==> config.mk <==
export PLATFORM = sky130hd
export DESIGN_NAME = sblin_top
export DESIGN_NICKNAME = d
export VERILOG_FILES = /design/src/rtl/sblin_pkg.sv /design/src/rtl/sblin_baud_gen.sv /design/src/rtl/sblin_pin_sync.sv /design/src/rtl/sblin_top.sv
export VERILOG_INCLUDE_DIRS = /design/src /design/src/rtl
export SDC_FILE = /design/constraint.sdc
export NUM_CORES = 1
export LEC_CHECK = 0
export ABC_AREA = 1
export BUFFER_PORTS_ARGS = -buffer_cell sky130_fd_sc_hd__buf_2
export CAP_MARGIN = 20
export CORE_MARGIN = 10
export CORE_UTILIZATION = 50
export CTS_CLUSTER_DIAMETER = 60
export DETAILED_ROUTE_END_ITERATION = 16
export PLACE_DENSITY = 0.7
export SLEW_MARGIN = 20
export SYNTH_ARGS = -nofsm -noshare
export SYNTH_HDL_FRONTEND = slang
export SYNTH_SLANG_ARGS = --single-unit
==> constraint.sdc <==
create_clock -name core_clk_i -period 11.25 [get_ports core_clk_i]
set_input_delay 1.6875 -clock core_clk_i [delete_from_list [all_inputs] [get_ports core_clk_i]]
set_output_delay 1.6875 -clock core_clk_i [all_outputs]
set_load 0.01 [all_outputs]
==> src/rtl/sblin_defs.svh <==
/*
 * Offsets, field positions, reset values and counts of the serial baud and
 * LIN status block. Assumes a byte address of eight bits on the register port.
 */
`ifndef SBLIN_DEFS_SVH
`define SBLIN_DEFS_SVH

`define SBLIN_ADDR_W          8
`define SBLIN_OFF_CTRL        8'h00
`define SBLIN_OFF_MODE        8'h04
`define SBLIN_OFF_STAT        8'h14
`define SBLIN_OFF_BAUD        8'h20
`define SBLIN_OFF_ISTAT       8'h28
`define SBLIN_OFF_IMASK       8'h2c

`define SBLIN_CTRL_CLR_BIT    8
`define SBLIN_MODE_LSB        0
`define SBLIN_MODE_MSB        3
`define SBLIN_OVER_BIT        19
`define SBLIN_LIN_MODE_A      4'ha
`define SBLIN_LIN_MODE_B      4'hb

`define SBLIN_CD_LSB          0
`define SBLIN_CD_MSB          15
`define SBLIN_FP_LSB          16
`define SBLIN_FP_MSB          18

`define SBLIN_BIT_HTE         31
`define SBLIN_BIT_STE         30
`define SBLIN_BIT_SNRE        29
`define SBLIN_BIT_CE          28
`define SBLIN_BIT_IPE         27
`define SBLIN_BIT_ISFE        26
`define SBLIN_BIT_BE          25
`define SBLIN_BIT_BLS         23
`define SBLIN_BIT_TC          15
`define SBLIN_BIT_ID          14
`define SBLIN_BIT_BK          13
`define SBLIN_BIT_TX_DRAINED_FLAG     9
`define SBLIN_BIT_TIMEOUT     8
`define SBLIN_BIT_PARITY_ERR_FLAG        7
`define SBLIN_BIT_FRAME       6
`define SBLIN_BIT_OVERRUN_FLAG        5
`define SBLIN_BIT_TXROOM      1
`define SBLIN_BIT_RXAVAIL     0

`define SBLIN_LIN_ONLY_MASK   32'hff80e000
`define SBLIN_STICKY_MASK     32'hfe0001e0
`define SBLIN_RST_WORD        32'h00000000
`define SBLIN_RST_BAUD        32'h00000000
`define SBLIN_RST_MODE        4'h0

`define SBLIN_FRAC_STEPS      8
`define SBLIN_OVS_NORMAL      16
`define SBLIN_OVS_HALF        8

`endif

==> src/rtl/sblin_pkg.sv <==
/*
 * Types shared by the serial baud and LIN status block.
 * Assumes the constants header is compiled alongside.
 */
package sblin_pkg;

   // One-cycle event pulses from the serial engine on core_clk_i
   typedef struct packed {
      logic hdr_timeout;
      logic sync_tol;
      logic resp_silent;
      logic checksum;
      logic id_parity;
      logic incons_sync;
      logic bit_err;
      logic rx_timeout;
      logic parity;
      logic framing;
      logic overrun;
   } sblin_evt_t;

   // Levels from the serial engine on core_clk_i
   typedef struct packed {
      logic xfer_done;
      logic ident;
      logic brk;
      logic tx_drained;
      logic tx_room;
      logic rx_avail;
   } sblin_lvl_t;

   typedef struct packed {
      logic [2:0]  fraction_part;
      logic [15:0] clock_divisor;
      logic        sampling_ratio_select;
   } sblin_baud_cfg_t;

endpackage

==> src/rtl/sblin_baud_gen.sv <==
/*
 * Fractional baud generator: sample and bit enables from core_clk_i.
 * Assumes configuration is stable or may change at any time; a change
 * restarts the count.
 */
`timescale 1ns/10ps
`default_nettype none
`include "sblin_defs.svh"

module sblin_baud_gen
   import sblin_pkg::*;
#(
   parameter int CD_W = 16
) (
   input  wire logic            core_clk_i,
   input  wire logic            sys_rst_i,
   input  wire sblin_baud_cfg_t cfg_i,
   output var  logic            sample_tick_o,
   output var  logic            bit_tick_o
);

   generate
      if (CD_W < 1 || CD_W > 16) begin : g_chk
         $error("sblin_baud_gen: CD_W must be 1 to 16");
      end
   endgenerate

   localparam int ACC_W = CD_W + 4;
   localparam logic [ACC_W-1:0] STEP = ACC_W'(`SBLIN_FRAC_STEPS);

   logic [ACC_W-1:0] acc_reg;
   logic [ACC_W-1:0] acc_next;
   logic [4:0]       ovs_reg;
   logic [4:0]       ovs_next;
   logic             sample_next;
   logic             bit_next;
   sblin_baud_cfg_t  cfg_reg;

   // Sample period in eighths of a cycle: 8*CD + FP
   wire logic [ACC_W-1:0] period_w  = {cfg_i.clock_divisor[CD_W-1:0], 3'b000}
                                      + ACC_W'(cfg_i.fraction_part);
   wire logic             run_w     = cfg_i.clock_divisor[CD_W-1:0] != '0;
   wire logic [ACC_W-1:0] acc_add_w = acc_reg + STEP;
   // A new setting restarts the count; a stale phase could give one short sample gap
   wire logic             restart_w = cfg_i != cfg_reg;
   wire logic             wrap_w    = run_w && !restart_w && (acc_add_w >= period_w);
   wire logic [4:0]       ovs_last_w = cfg_i.sampling_ratio_select
                                      ? 5'(`SBLIN_OVS_HALF - 1)
                                      : 5'(`SBLIN_OVS_NORMAL - 1);

   // Zero fraction keeps whole-cycle periods; nonzero spreads eighths over samples
   assign acc_next    = (!run_w || restart_w) ? '0
                        : (wrap_w ? acc_add_w - period_w : acc_add_w);
   assign sample_next = wrap_w;
   // Bit rate = clock / (8*(2-over)*(CD+FP/8)); over=0 with FP=0 gives clock/(16*CD)
   assign bit_next    = wrap_w && (ovs_reg >= ovs_last_w);
   assign ovs_next    = (!run_w || restart_w) ? 5'h00
                        : (bit_next ? 5'h00 : (wrap_w ? ovs_reg + 5'h01 : ovs_reg));

   always_ff @(posedge core_clk_i or posedge sys_rst_i) begin
      if (sys_rst_i) begin
         acc_reg       <= '0;
         cfg_reg       <= '0;
         ovs_reg       <= 5'h00;
         sample_tick_o <= 1'b0;
         bit_tick_o    <= 1'b0;
      end else begin
         acc_reg       <= acc_next;
         cfg_reg       <= cfg_i;
         ovs_reg       <= ovs_next;
         sample_tick_o <= sample_next;
         bit_tick_o    <= bit_next;
      end
   end

endmodule

`default_nettype wire

==> src/rtl/sblin_pin_sync.sv <==
/*
 * Three-stage pin synchroniser with agreement filter.
 * Assumes inputs are asynchronous to core_clk_i.
 */
`timescale 1ns/10ps
`default_nettype none

module sblin_pin_sync #(
   parameter int WIDTH = 1
) (
   input  wire logic             core_clk_i,
   input  wire logic             sys_rst_i,
   input  wire logic [WIDTH-1:0] pin_i,
   output var  logic [WIDTH-1:0] level_o
);

   generate
      if (WIDTH < 1) begin : g_chk
         $error("sblin_pin_sync: WIDTH must be at least 1");
      end
   endgenerate

   logic [WIDTH-1:0] ff1_reg;
   logic [WIDTH-1:0] ff2_reg;
   logic [WIDTH-1:0] ff3_reg;

   genvar i;
   generate
      for (i = 0; i < WIDTH; i++) begin : g_bit
         // Second and third stages must agree, so one metastable sample is not a change
         always_ff @(posedge core_clk_i or posedge sys_rst_i) begin
            if (sys_rst_i) begin
               ff1_reg[i] <= 1'b0;
               ff2_reg[i] <= 1'b0;
               ff3_reg[i] <= 1'b0;
               level_o[i] <= 1'b0;
            end else begin
               ff1_reg[i] <= pin_i[i];
               ff2_reg[i] <= ff1_reg[i];
               ff3_reg[i] <= ff2_reg[i];
               if (ff2_reg[i] == ff3_reg[i]) begin
                  level_o[i] <= ff3_reg[i];
               end
            end
         end
      end
   endgenerate

endmodule

`default_nettype wire

==> src/rtl/sblin_top.sv <==
/*
 * Serial baud generation and LIN channel status with register port and
 * interrupt. Assumes event pulses and levels from the serial engine are on
 * core_clk_i; the receive line pin is asynchronous.
 */
// Notes on behaviour
// - Without fraction and with ratio select 0, bit rate is clock over sixteen times divisor.
// - Zero fraction: rate steps only in whole-cycle divisions.
// - Nonzero fraction_part enables fractional division in eighth steps.
// - Rate equals clock over 8*(2-ratio select)*(divisor+fraction/8).
// - LIN status fields only show when mode is 0xA or 0xB.
// - Header timeout error at bit 31, sticky until status clear.
// - Sync tolerance error at bit 30, sticky until status clear.
// - Responder silent error at bit 29, sticky until status clear.
// - Checksum error at bit 28, cleared by clear_status_cmd.
// - clear_status_cmd clears sticky errors; flags show errors since last clear.
// - Bits 27, 26, 25 parity, sync, bit errors; 23 line state; reset zero.
`timescale 1ns/10ps
`default_nettype none
`include "sblin_defs.svh"

module sblin_top
   import sblin_pkg::*;
#(
   parameter int CD_W = 16
) (
   input  wire logic                     core_clk_i,
   input  wire logic                     sys_rst_i,
   input  wire logic [`SBLIN_ADDR_W-1:0] addr_i,
   input  wire logic [31:0]              wr_data_i,
   input  wire logic                     wr_stb_i,
   input  wire logic                     rd_stb_i,
   output var  logic [31:0]              rd_data_o,
   input  wire sblin_evt_t               evt_i,
   input  wire sblin_lvl_t               lvl_i,
   input  wire logic                     line_rx_i,
   output var  logic                     sample_tick_o,
   output var  logic                     bit_tick_o,
   output var  logic                     lin_mode_o,
   output var  logic                     irq_o
);

   generate
      if (CD_W < 1 || CD_W > 16) begin : g_chk
         $error("sblin_top: CD_W must be 1 to 16");
      end
   endgenerate

   // Places one event pulse per bit at its status word position
   function automatic logic [31:0] evt_word(input sblin_evt_t e);
      logic [31:0] w;
      w = 32'h00000000;
      w[`SBLIN_BIT_HTE]     = e.hdr_timeout;
      w[`SBLIN_BIT_STE]     = e.sync_tol;
      w[`SBLIN_BIT_SNRE]    = e.resp_silent;
      w[`SBLIN_BIT_CE]      = e.checksum;
      w[`SBLIN_BIT_IPE]     = e.id_parity;
      w[`SBLIN_BIT_ISFE]    = e.incons_sync;
      w[`SBLIN_BIT_BE]      = e.bit_err;
      w[`SBLIN_BIT_TIMEOUT] = e.rx_timeout;
      w[`SBLIN_BIT_PARITY_ERR_FLAG]    = e.parity;
      w[`SBLIN_BIT_FRAME]   = e.framing;
      w[`SBLIN_BIT_OVERRUN_FLAG]    = e.overrun;
      return w;
   endfunction

   logic [31:0] sticky_reg;
   logic [31:0] sticky_next;
   logic [31:0] istat_reg;
   logic [31:0] istat_next;
   logic [31:0] imask_reg;
   logic [31:0] baud_reg;
   logic [3:0]  mode_reg;
   logic        over_reg;
   logic [31:0] rd_next;
   logic        irq_next;
   logic        line_level;

   // Address decode
   wire logic hit_ctrl_w  = addr_i == `SBLIN_OFF_CTRL;
   wire logic hit_mode_w  = addr_i == `SBLIN_OFF_MODE;
   wire logic hit_stat_w  = addr_i == `SBLIN_OFF_STAT;
   wire logic hit_baud_w  = addr_i == `SBLIN_OFF_BAUD;
   wire logic hit_istat_w = addr_i == `SBLIN_OFF_ISTAT;
   wire logic hit_imask_w = addr_i == `SBLIN_OFF_IMASK;

   wire logic wr_ctrl_w  = wr_stb_i && hit_ctrl_w;
   wire logic wr_mode_w  = wr_stb_i && hit_mode_w;
   wire logic wr_baud_w  = wr_stb_i && hit_baud_w;
   wire logic wr_istat_w = wr_stb_i && hit_istat_w;
   wire logic wr_imask_w = wr_stb_i && hit_imask_w;

   wire logic clr_status_w = wr_ctrl_w && wr_data_i[`SBLIN_CTRL_CLR_BIT];

   wire logic lin_mode_w = (mode_reg == `SBLIN_LIN_MODE_A)
                        || (mode_reg == `SBLIN_LIN_MODE_B);

   wire logic [31:0] set_w = evt_word(evt_i) & `SBLIN_STICKY_MASK;

   // Set wins over a clear in the same cycle, so no error is lost
   assign sticky_next = clr_status_w ? set_w : (sticky_reg | set_w);
   assign istat_next  = (istat_reg & ~(wr_istat_w ? wr_data_i : 32'h00000000)) | set_w;

   // Live levels placed at their status positions
   wire logic [31:0] level_word_w = {8'h00, line_level, 7'h00,
                                     lvl_i.xfer_done, lvl_i.ident, lvl_i.brk, 3'b000,
                                     lvl_i.tx_drained, 1'b0, 6'h00,
                                     lvl_i.tx_room, lvl_i.rx_avail};

   // Outside LIN modes the LIN-only fields are hidden
   wire logic [31:0] stat_raw_w  = sticky_reg | level_word_w;
   wire logic [31:0] stat_word_w = lin_mode_w ? stat_raw_w
                                              : (stat_raw_w & ~`SBLIN_LIN_ONLY_MASK);

   wire sblin_baud_cfg_t baud_cfg_w = '{
      fraction_part:         baud_reg[`SBLIN_FP_MSB:`SBLIN_FP_LSB],
      clock_divisor:         baud_reg[`SBLIN_CD_MSB:`SBLIN_CD_LSB],
      sampling_ratio_select: over_reg
   };

   // Control register is command-only and reads zero; status ignores writes
   assign rd_next = !rd_stb_i   ? 32'h00000000 :
                    hit_mode_w  ? {12'h000, over_reg, 15'h0000, mode_reg} :
                    hit_stat_w  ? stat_word_w :
                    hit_baud_w  ? baud_reg :
                    hit_istat_w ? istat_reg :
                    hit_imask_w ? imask_reg : 32'h00000000;

   assign irq_next = |(istat_next & imask_reg);

   always_ff @(posedge core_clk_i or posedge sys_rst_i) begin
      if (sys_rst_i) begin
         sticky_reg <= `SBLIN_RST_WORD;
         istat_reg  <= `SBLIN_RST_WORD;
         rd_data_o  <= `SBLIN_RST_WORD;
         irq_o      <= 1'b0;
         lin_mode_o <= 1'b0;
      end else begin
         sticky_reg <= sticky_next;
         istat_reg  <= istat_next;
         rd_data_o  <= rd_next;
         irq_o      <= irq_next;
         lin_mode_o <= lin_mode_w;
      end
   end

   always_ff @(posedge core_clk_i or posedge sys_rst_i) begin
      if (sys_rst_i) begin
         imask_reg <= `SBLIN_RST_WORD;
         baud_reg  <= `SBLIN_RST_BAUD;
         mode_reg  <= `SBLIN_RST_MODE;
         over_reg  <= 1'b0;
      end else begin
         if (wr_imask_w) begin
            imask_reg <= wr_data_i & `SBLIN_STICKY_MASK;
         end
         if (wr_baud_w) begin
            baud_reg <= {13'h0000, wr_data_i[`SBLIN_FP_MSB:0]};
         end
         if (wr_mode_w) begin
            mode_reg <= wr_data_i[`SBLIN_MODE_MSB:`SBLIN_MODE_LSB];
            over_reg <= wr_data_i[`SBLIN_OVER_BIT];
         end
      end
   end

   // Line state needs the filtered pin; a raw sample could read as a glitch
   sblin_pin_sync #(
      .WIDTH (1)
   ) u_rx_sync (
      .core_clk_i (core_clk_i),
      .sys_rst_i  (sys_rst_i),
      .pin_i      (line_rx_i),
      .level_o    (line_level)
   );

   sblin_baud_gen #(
      .CD_W (CD_W)
   ) u_baud (
      .core_clk_i    (core_clk_i),
      .sys_rst_i     (sys_rst_i),
      .cfg_i         (baud_cfg_w),
      .sample_tick_o (sample_tick_o),
      .bit_tick_o    (bit_tick_o)
   );

endmodule

`default_nettype wire

# Word level (Yosys, flattened, before mapping)
# Cells that the tools add are included.
# totals
regBits	184
output_inout_bits	36
wordCells	73
# classes
addsub	4
n_lt_le_gt_ge	2
n_eq_ne	9
muxes	15
bitwise	6
reduce_logical	17
# op_table
cell	count
$mux 32	9
$and 32x32->32	2
$or 32x32->32	2
$mux 20	2
$not 32->32	1
$or 32x24->32	1
$reduce_or 32->1	1
$eq 8x6->1 const B	3
$add 19x3->20	1
$add 20x4->20 const B	1
$ge 20x20->1	1
$ne 20x20->1	1
$sub 20x20->20	1
$reduce_bool 16->1	1
$mux 5	3
$logic_and 1x1->1	9
$eq 4x4->1 const B	2
$eq 8x3->1 const B	1
$eq 8x5->1 const B	1
$logic_not 8->1	1
$add 5x1->5 const B	1
$ge 5x5->1	1
$mux 4	1
$reduce_bool 3->1	1
other kinds (3)	5

# Depth between registers and ports, before layout
# logic_depth
ltp_word	8
mapped_depth	21
ltp_nobuf	21

# Hierarchy
# From an unflattened synthesis, not the netlist that was laid out.
# hier_totals
hier_cells	1004
hier_area_um2	8484.4
# modules_own_cells
mod	n_inst	cells_each	area_per_inst_um2	seq_area_each_um2
sblin_top	1	479	4657.0	2802.7
sblin_baud_gen	1	516	3707.3	1176.1
sblin_pin_sync	1	9	120.1	100.1

# Worst setup path before layout
# OpenSTA, ideal clock, no wires.
# synth_path
path_kind	input to register
from	input addr_i[0]
to	register rd_data_o[31]
setup_ps	130
arrival_time_ps	2804
t_required_ps	11120
slack_ps	8316
cell_stages	10
path_buffers	0
path_cell_list	inv_1 > nand2_2 > inv_1 > nand3_1 > nor2_1 > inv_2 > nand2_1 > nor2_1 > inv_1 > o32ai_1
# synth_via
elab_chain_cells	7
word_cells_on_any_way	11
classes_between	eq/ne (5); mux (6)
# synth_rtl
element	line_no	text
from (decl)	sblin_top.sv:29	input wire logic [`SBLIN_ADDR_W-1:0] addr_i,
$eq 8x6->1 (no source line)	--	
$mux 32	sblin_top.sv:127	hit_imask_w ? imask_reg : 32'h00000000;
$mux 32	sblin_top.sv:126	hit_istat_w ? istat_reg :
$mux 32	sblin_top.sv:125	hit_baud_w ? baud_reg :
$mux 32	sblin_top.sv:124	hit_stat_w ? stat_word_w :
$mux 32 *	sblin_top.sv:123	hit_mode_w ? {12'h000, over_reg, 15'h0000, mode_reg} :
$mux 32 *	sblin_top.sv:122	assign rd_next = !rd_stb_i ? 32'h00000000 :
net rd_next[31]	sblin_top.sv:75	logic [31:0] rd_next;
to (signal assigned)	sblin_top.sv:135	rd_data_o <= `SBLIN_RST_WORD;
to (signal assigned)	sblin_top.sv:141	rd_data_o <= rd_next;
to (decl)	sblin_top.sv:33	output var logic [31:0] rd_data_o,
# Mark *: on every way through the listed nets, which the timed path passes. The rest lies on a longest branch.
# A chain may end at the register's enable or synchronous reset.

# Worst setup path after layout
# layout_path
from	input addr_i[7]
to	register baud_reg[16]
# layout_via
elab_chain_cells	2
# layout_rtl
element	line_no	text
$eq 8x6->1 (no source line)	--	
$logic_and 1x1->1	sblin_top.sv:89	wire logic wr_baud_w = wr_stb_i && hit_baud_w;
to (signal assigned)	sblin_top.sv:150	baud_reg <= `SBLIN_RST_BAUD;
to (signal assigned)	sblin_top.sv:158	baud_reg <= {13'h0000, wr_data_i[`SBLIN_FP_MSB:0]};
to (decl)	sblin_top.sv:72	logic [31:0] baud_reg;
# Every way passes these cells.

==> results.yml <==
detailed_routing:
  drc: 0
  drtIter0Drc: 470
  post_drt_via_cell_ratio: 5.14
  ant_nets: 0
  wl_per_cell_um: 15.9
  routed_wl_mm: 21.6
  dr.pass1.iters: 6
  num_vias: 6971
critical_path:
  reg2reg_from: "u_baud.acc_reg[3]"
  cp_max_fo: 37
  worstPathArrival_ns: 3.79
  critPathCaptureType: "flop"
  r2r_slack_ns: 7.91
  startpoint_type: "input port"
  critPathKind: "input port to flop"
  ff2ff_path_depth: 20
  worst_ep_required_time_ns: 11.56
  crit_end: "baud_reg[16]"
  startpoint: "addr_i[7]"
  reg2reg_to: "u_baud.ovs_reg[1]"
yosys:
  async_flop_share_pct: 100
  synth-main-ff-cell: "dfrtp_1"
  syn_nets: 1107
  yosysTopAreaCell: "dfrtp_1"
  synth_cell_types: 58
  ys_ff_latch: 163
  syn_avg_cell_area_um2: 8.32
  synthTopCellsByArea: "dfrtp_1, nand2_1, inv_1, nor2_1, ha_1"
  synth.top_cell.area_share_pct: 48.0
  yosys_warnings: 0
  synth_enable_flop_cells: 0
  netlist_area_mm2: 0.00850
  syn-instance-count: 1022
  ys_seq_area_share_pct: 48.0
die:
  design.portCount: 98
  die-area_mm2: 0.0226
  start_util_pct: 51.1
  die_y_um: 150
  core_mm2: 0.0166
  die_w_um: 150
  num_rows: 47
layout:
  final_nets: 1208
  final_common_cell: "nand2_1"
  instances_no_fill: 1356
  drive_above_1_share_pct: 17.1
  design_area_mm2: 0.00978
  layout_common_cells: "nand2_1, dfrtp_1, inv_1"
  area_growth_pct: 15.0
min_path:
  hp-class: "flop to flop"
place:
  placed_area_mm2: 0.00919
  dp_cells: 1324
  gp_congestion: 0.931
  port_buffers: 97
  dp.final_hpwl_mm: 16.1
clock_tree:
  cts_buffer_depth: 2
  clk_pin_slew_worst_paths_ns: 0.07
  cts-root-buf: "clkbuf_16"
  htree_num_levels: 4
  post_cts_buffers: 0
  cts_made_buffers: 17
  cts.sinks: 163
  holdBufCountCts: 0
  cts_resized: 0
  cts_tree: "yes"
  worstSkewPairLatency_ns: 0.43
global_route:
  grt_pass1_vias: 7055
  grt_pass1_wl_mm: 35.7
  grt_max_degree: 99
  antenna_found_initial: 1
  grt_overflow: 0
  grt_use_total_pct: 19.9
sta:
  setup_viol: 0
  skew_ns: 0.0126
  hold_violations: 0
  slew_headroom_pct: 36.4
  worst_pin_slew_ns: 0.945
  hold_ws_ns: 0.351
  finalCritPeriodShare_pct: 30.9
  fmax_mhz: 288
  finalCriticalPeriod_ns: 3.47
  final.setup.tns_ns: 0
  slew_violations: 0
  grt_setup_unrepaired: "no"
power:
  power_mw: 1.41
  p_leak_nw: 5.34
  irDropWorstVdd_mv: 0.115
  powerDensity_mw_per_mm2: 144
job:
  maxCapViolCount: 0
run_status:
  status: "complete, no violations"
==> cell families after synthesis <==
family	after synthesis	synth area share [%]
fa+ha+maj	24	3.59
flops	163	48.0
simple gates	463	24.5
xor+xnor	41	4.22
buf+inv	177	8.24
mux	9	1.19
compound gates	145	10.3
==> where the power goes <==
part / total [mW] / leakage [nW] / internal (mW) / switching, mW
registers: 0.614 / 2.01 / 0.601 / 0.0126
logic: 0.215 / 3.05 / 0.0719 / 0.143
clock network: 0.582 / 0.283 / 0.336 / 0.246
==> layer usage <==
metal,vias to the layer above,GRT usage [%],share of wire [%]
met3,22,4.50,6.3
met5,-,0,0
met4,0,6.17,1.5
met1,3304,26.4,46
li1,3444,-,-
met2,201,31.8,47
==> synthesized netlist by cell type (3+ instances only) <==
cell / n
a21oi_2: 3
o21ai_0: 38
clkbuf_1: 6
a21boi_0: 13
nand2_1: 277
nand2_2: 10
nor2_4: 4
xnor2_1: 14
ha_1: 22
o22ai_1: 5
nor3_1: 9
nand2_4: 3
o221ai_1: 6
buf_2: 8
nand3_2: 4
nor2b_1: 3
nand4_1: 11
nor2_1: 78
inv_1: 152
a21oi_1: 51
nor2_2: 6
or2_2: 5
mux2_2: 8
a22oi_1: 5
dfrtp_1: 163
nand3_1: 37
o21ai_1: 6
xor2_1: 27
o211ai_1: 7
inv_2: 7
==> stage by stage <==
step | util, % | setup WS [ns]
2_1_floorplan | - | 5.16
4_1_cts | 58.7 | 7.46
5_1_grt | 58.7 | 7.61
6_report | 58.7 | 7.78
3_3_place_gp | 55.2 | 7.13
3_5_place_dp | 55.2 | 7.01
==> worst min path at each step <==
| stage | from | to | slack, ns | cells past startpoint |
|---|---|---|---|---|
| finish | u_rx_sync.ff1_reg | u_rx_sync.ff2_reg | 0.35 | 0 |
| global route | u_rx_sync.ff1_reg | u_rx_sync.ff2_reg | 0.36 | 0 |
| CTS | u_rx_sync.ff1_reg | u_rx_sync.ff2_reg | 0.35 | 0 |
| detailed placement | u_rx_sync.ff1_reg | u_rx_sync.ff2_reg | 0.34 | 0 |
| global placement | u_rx_sync.ff1_reg | u_rx_sync.ff2_reg | 0.34 | 0 |
| floorplan | u_rx_sync.ff1_reg | u_rx_sync.ff2_reg | 0.33 | 0 |
==> critical path, stage by stage <==
cell	delay, ns
buf_2	0.10
nor2_2	0.15
nand3_2	0.17
nor2_2	0.64
nand2_2	0.59
mux2_2	0.44
==> area by class of cell <==
cell class	instances	area [um2]
Multi-Input combinational cell	682	3720
Tap cell	220	275
Timing Repair Buffer	100	508
Fill cell	1514	6870
Inverter	159	602
Clock inverter	12	144
Clock buffer	19	443
Sequential cell	163	4080
Antenna cell	1	2.50
Power figures use the tool's default switching activity.
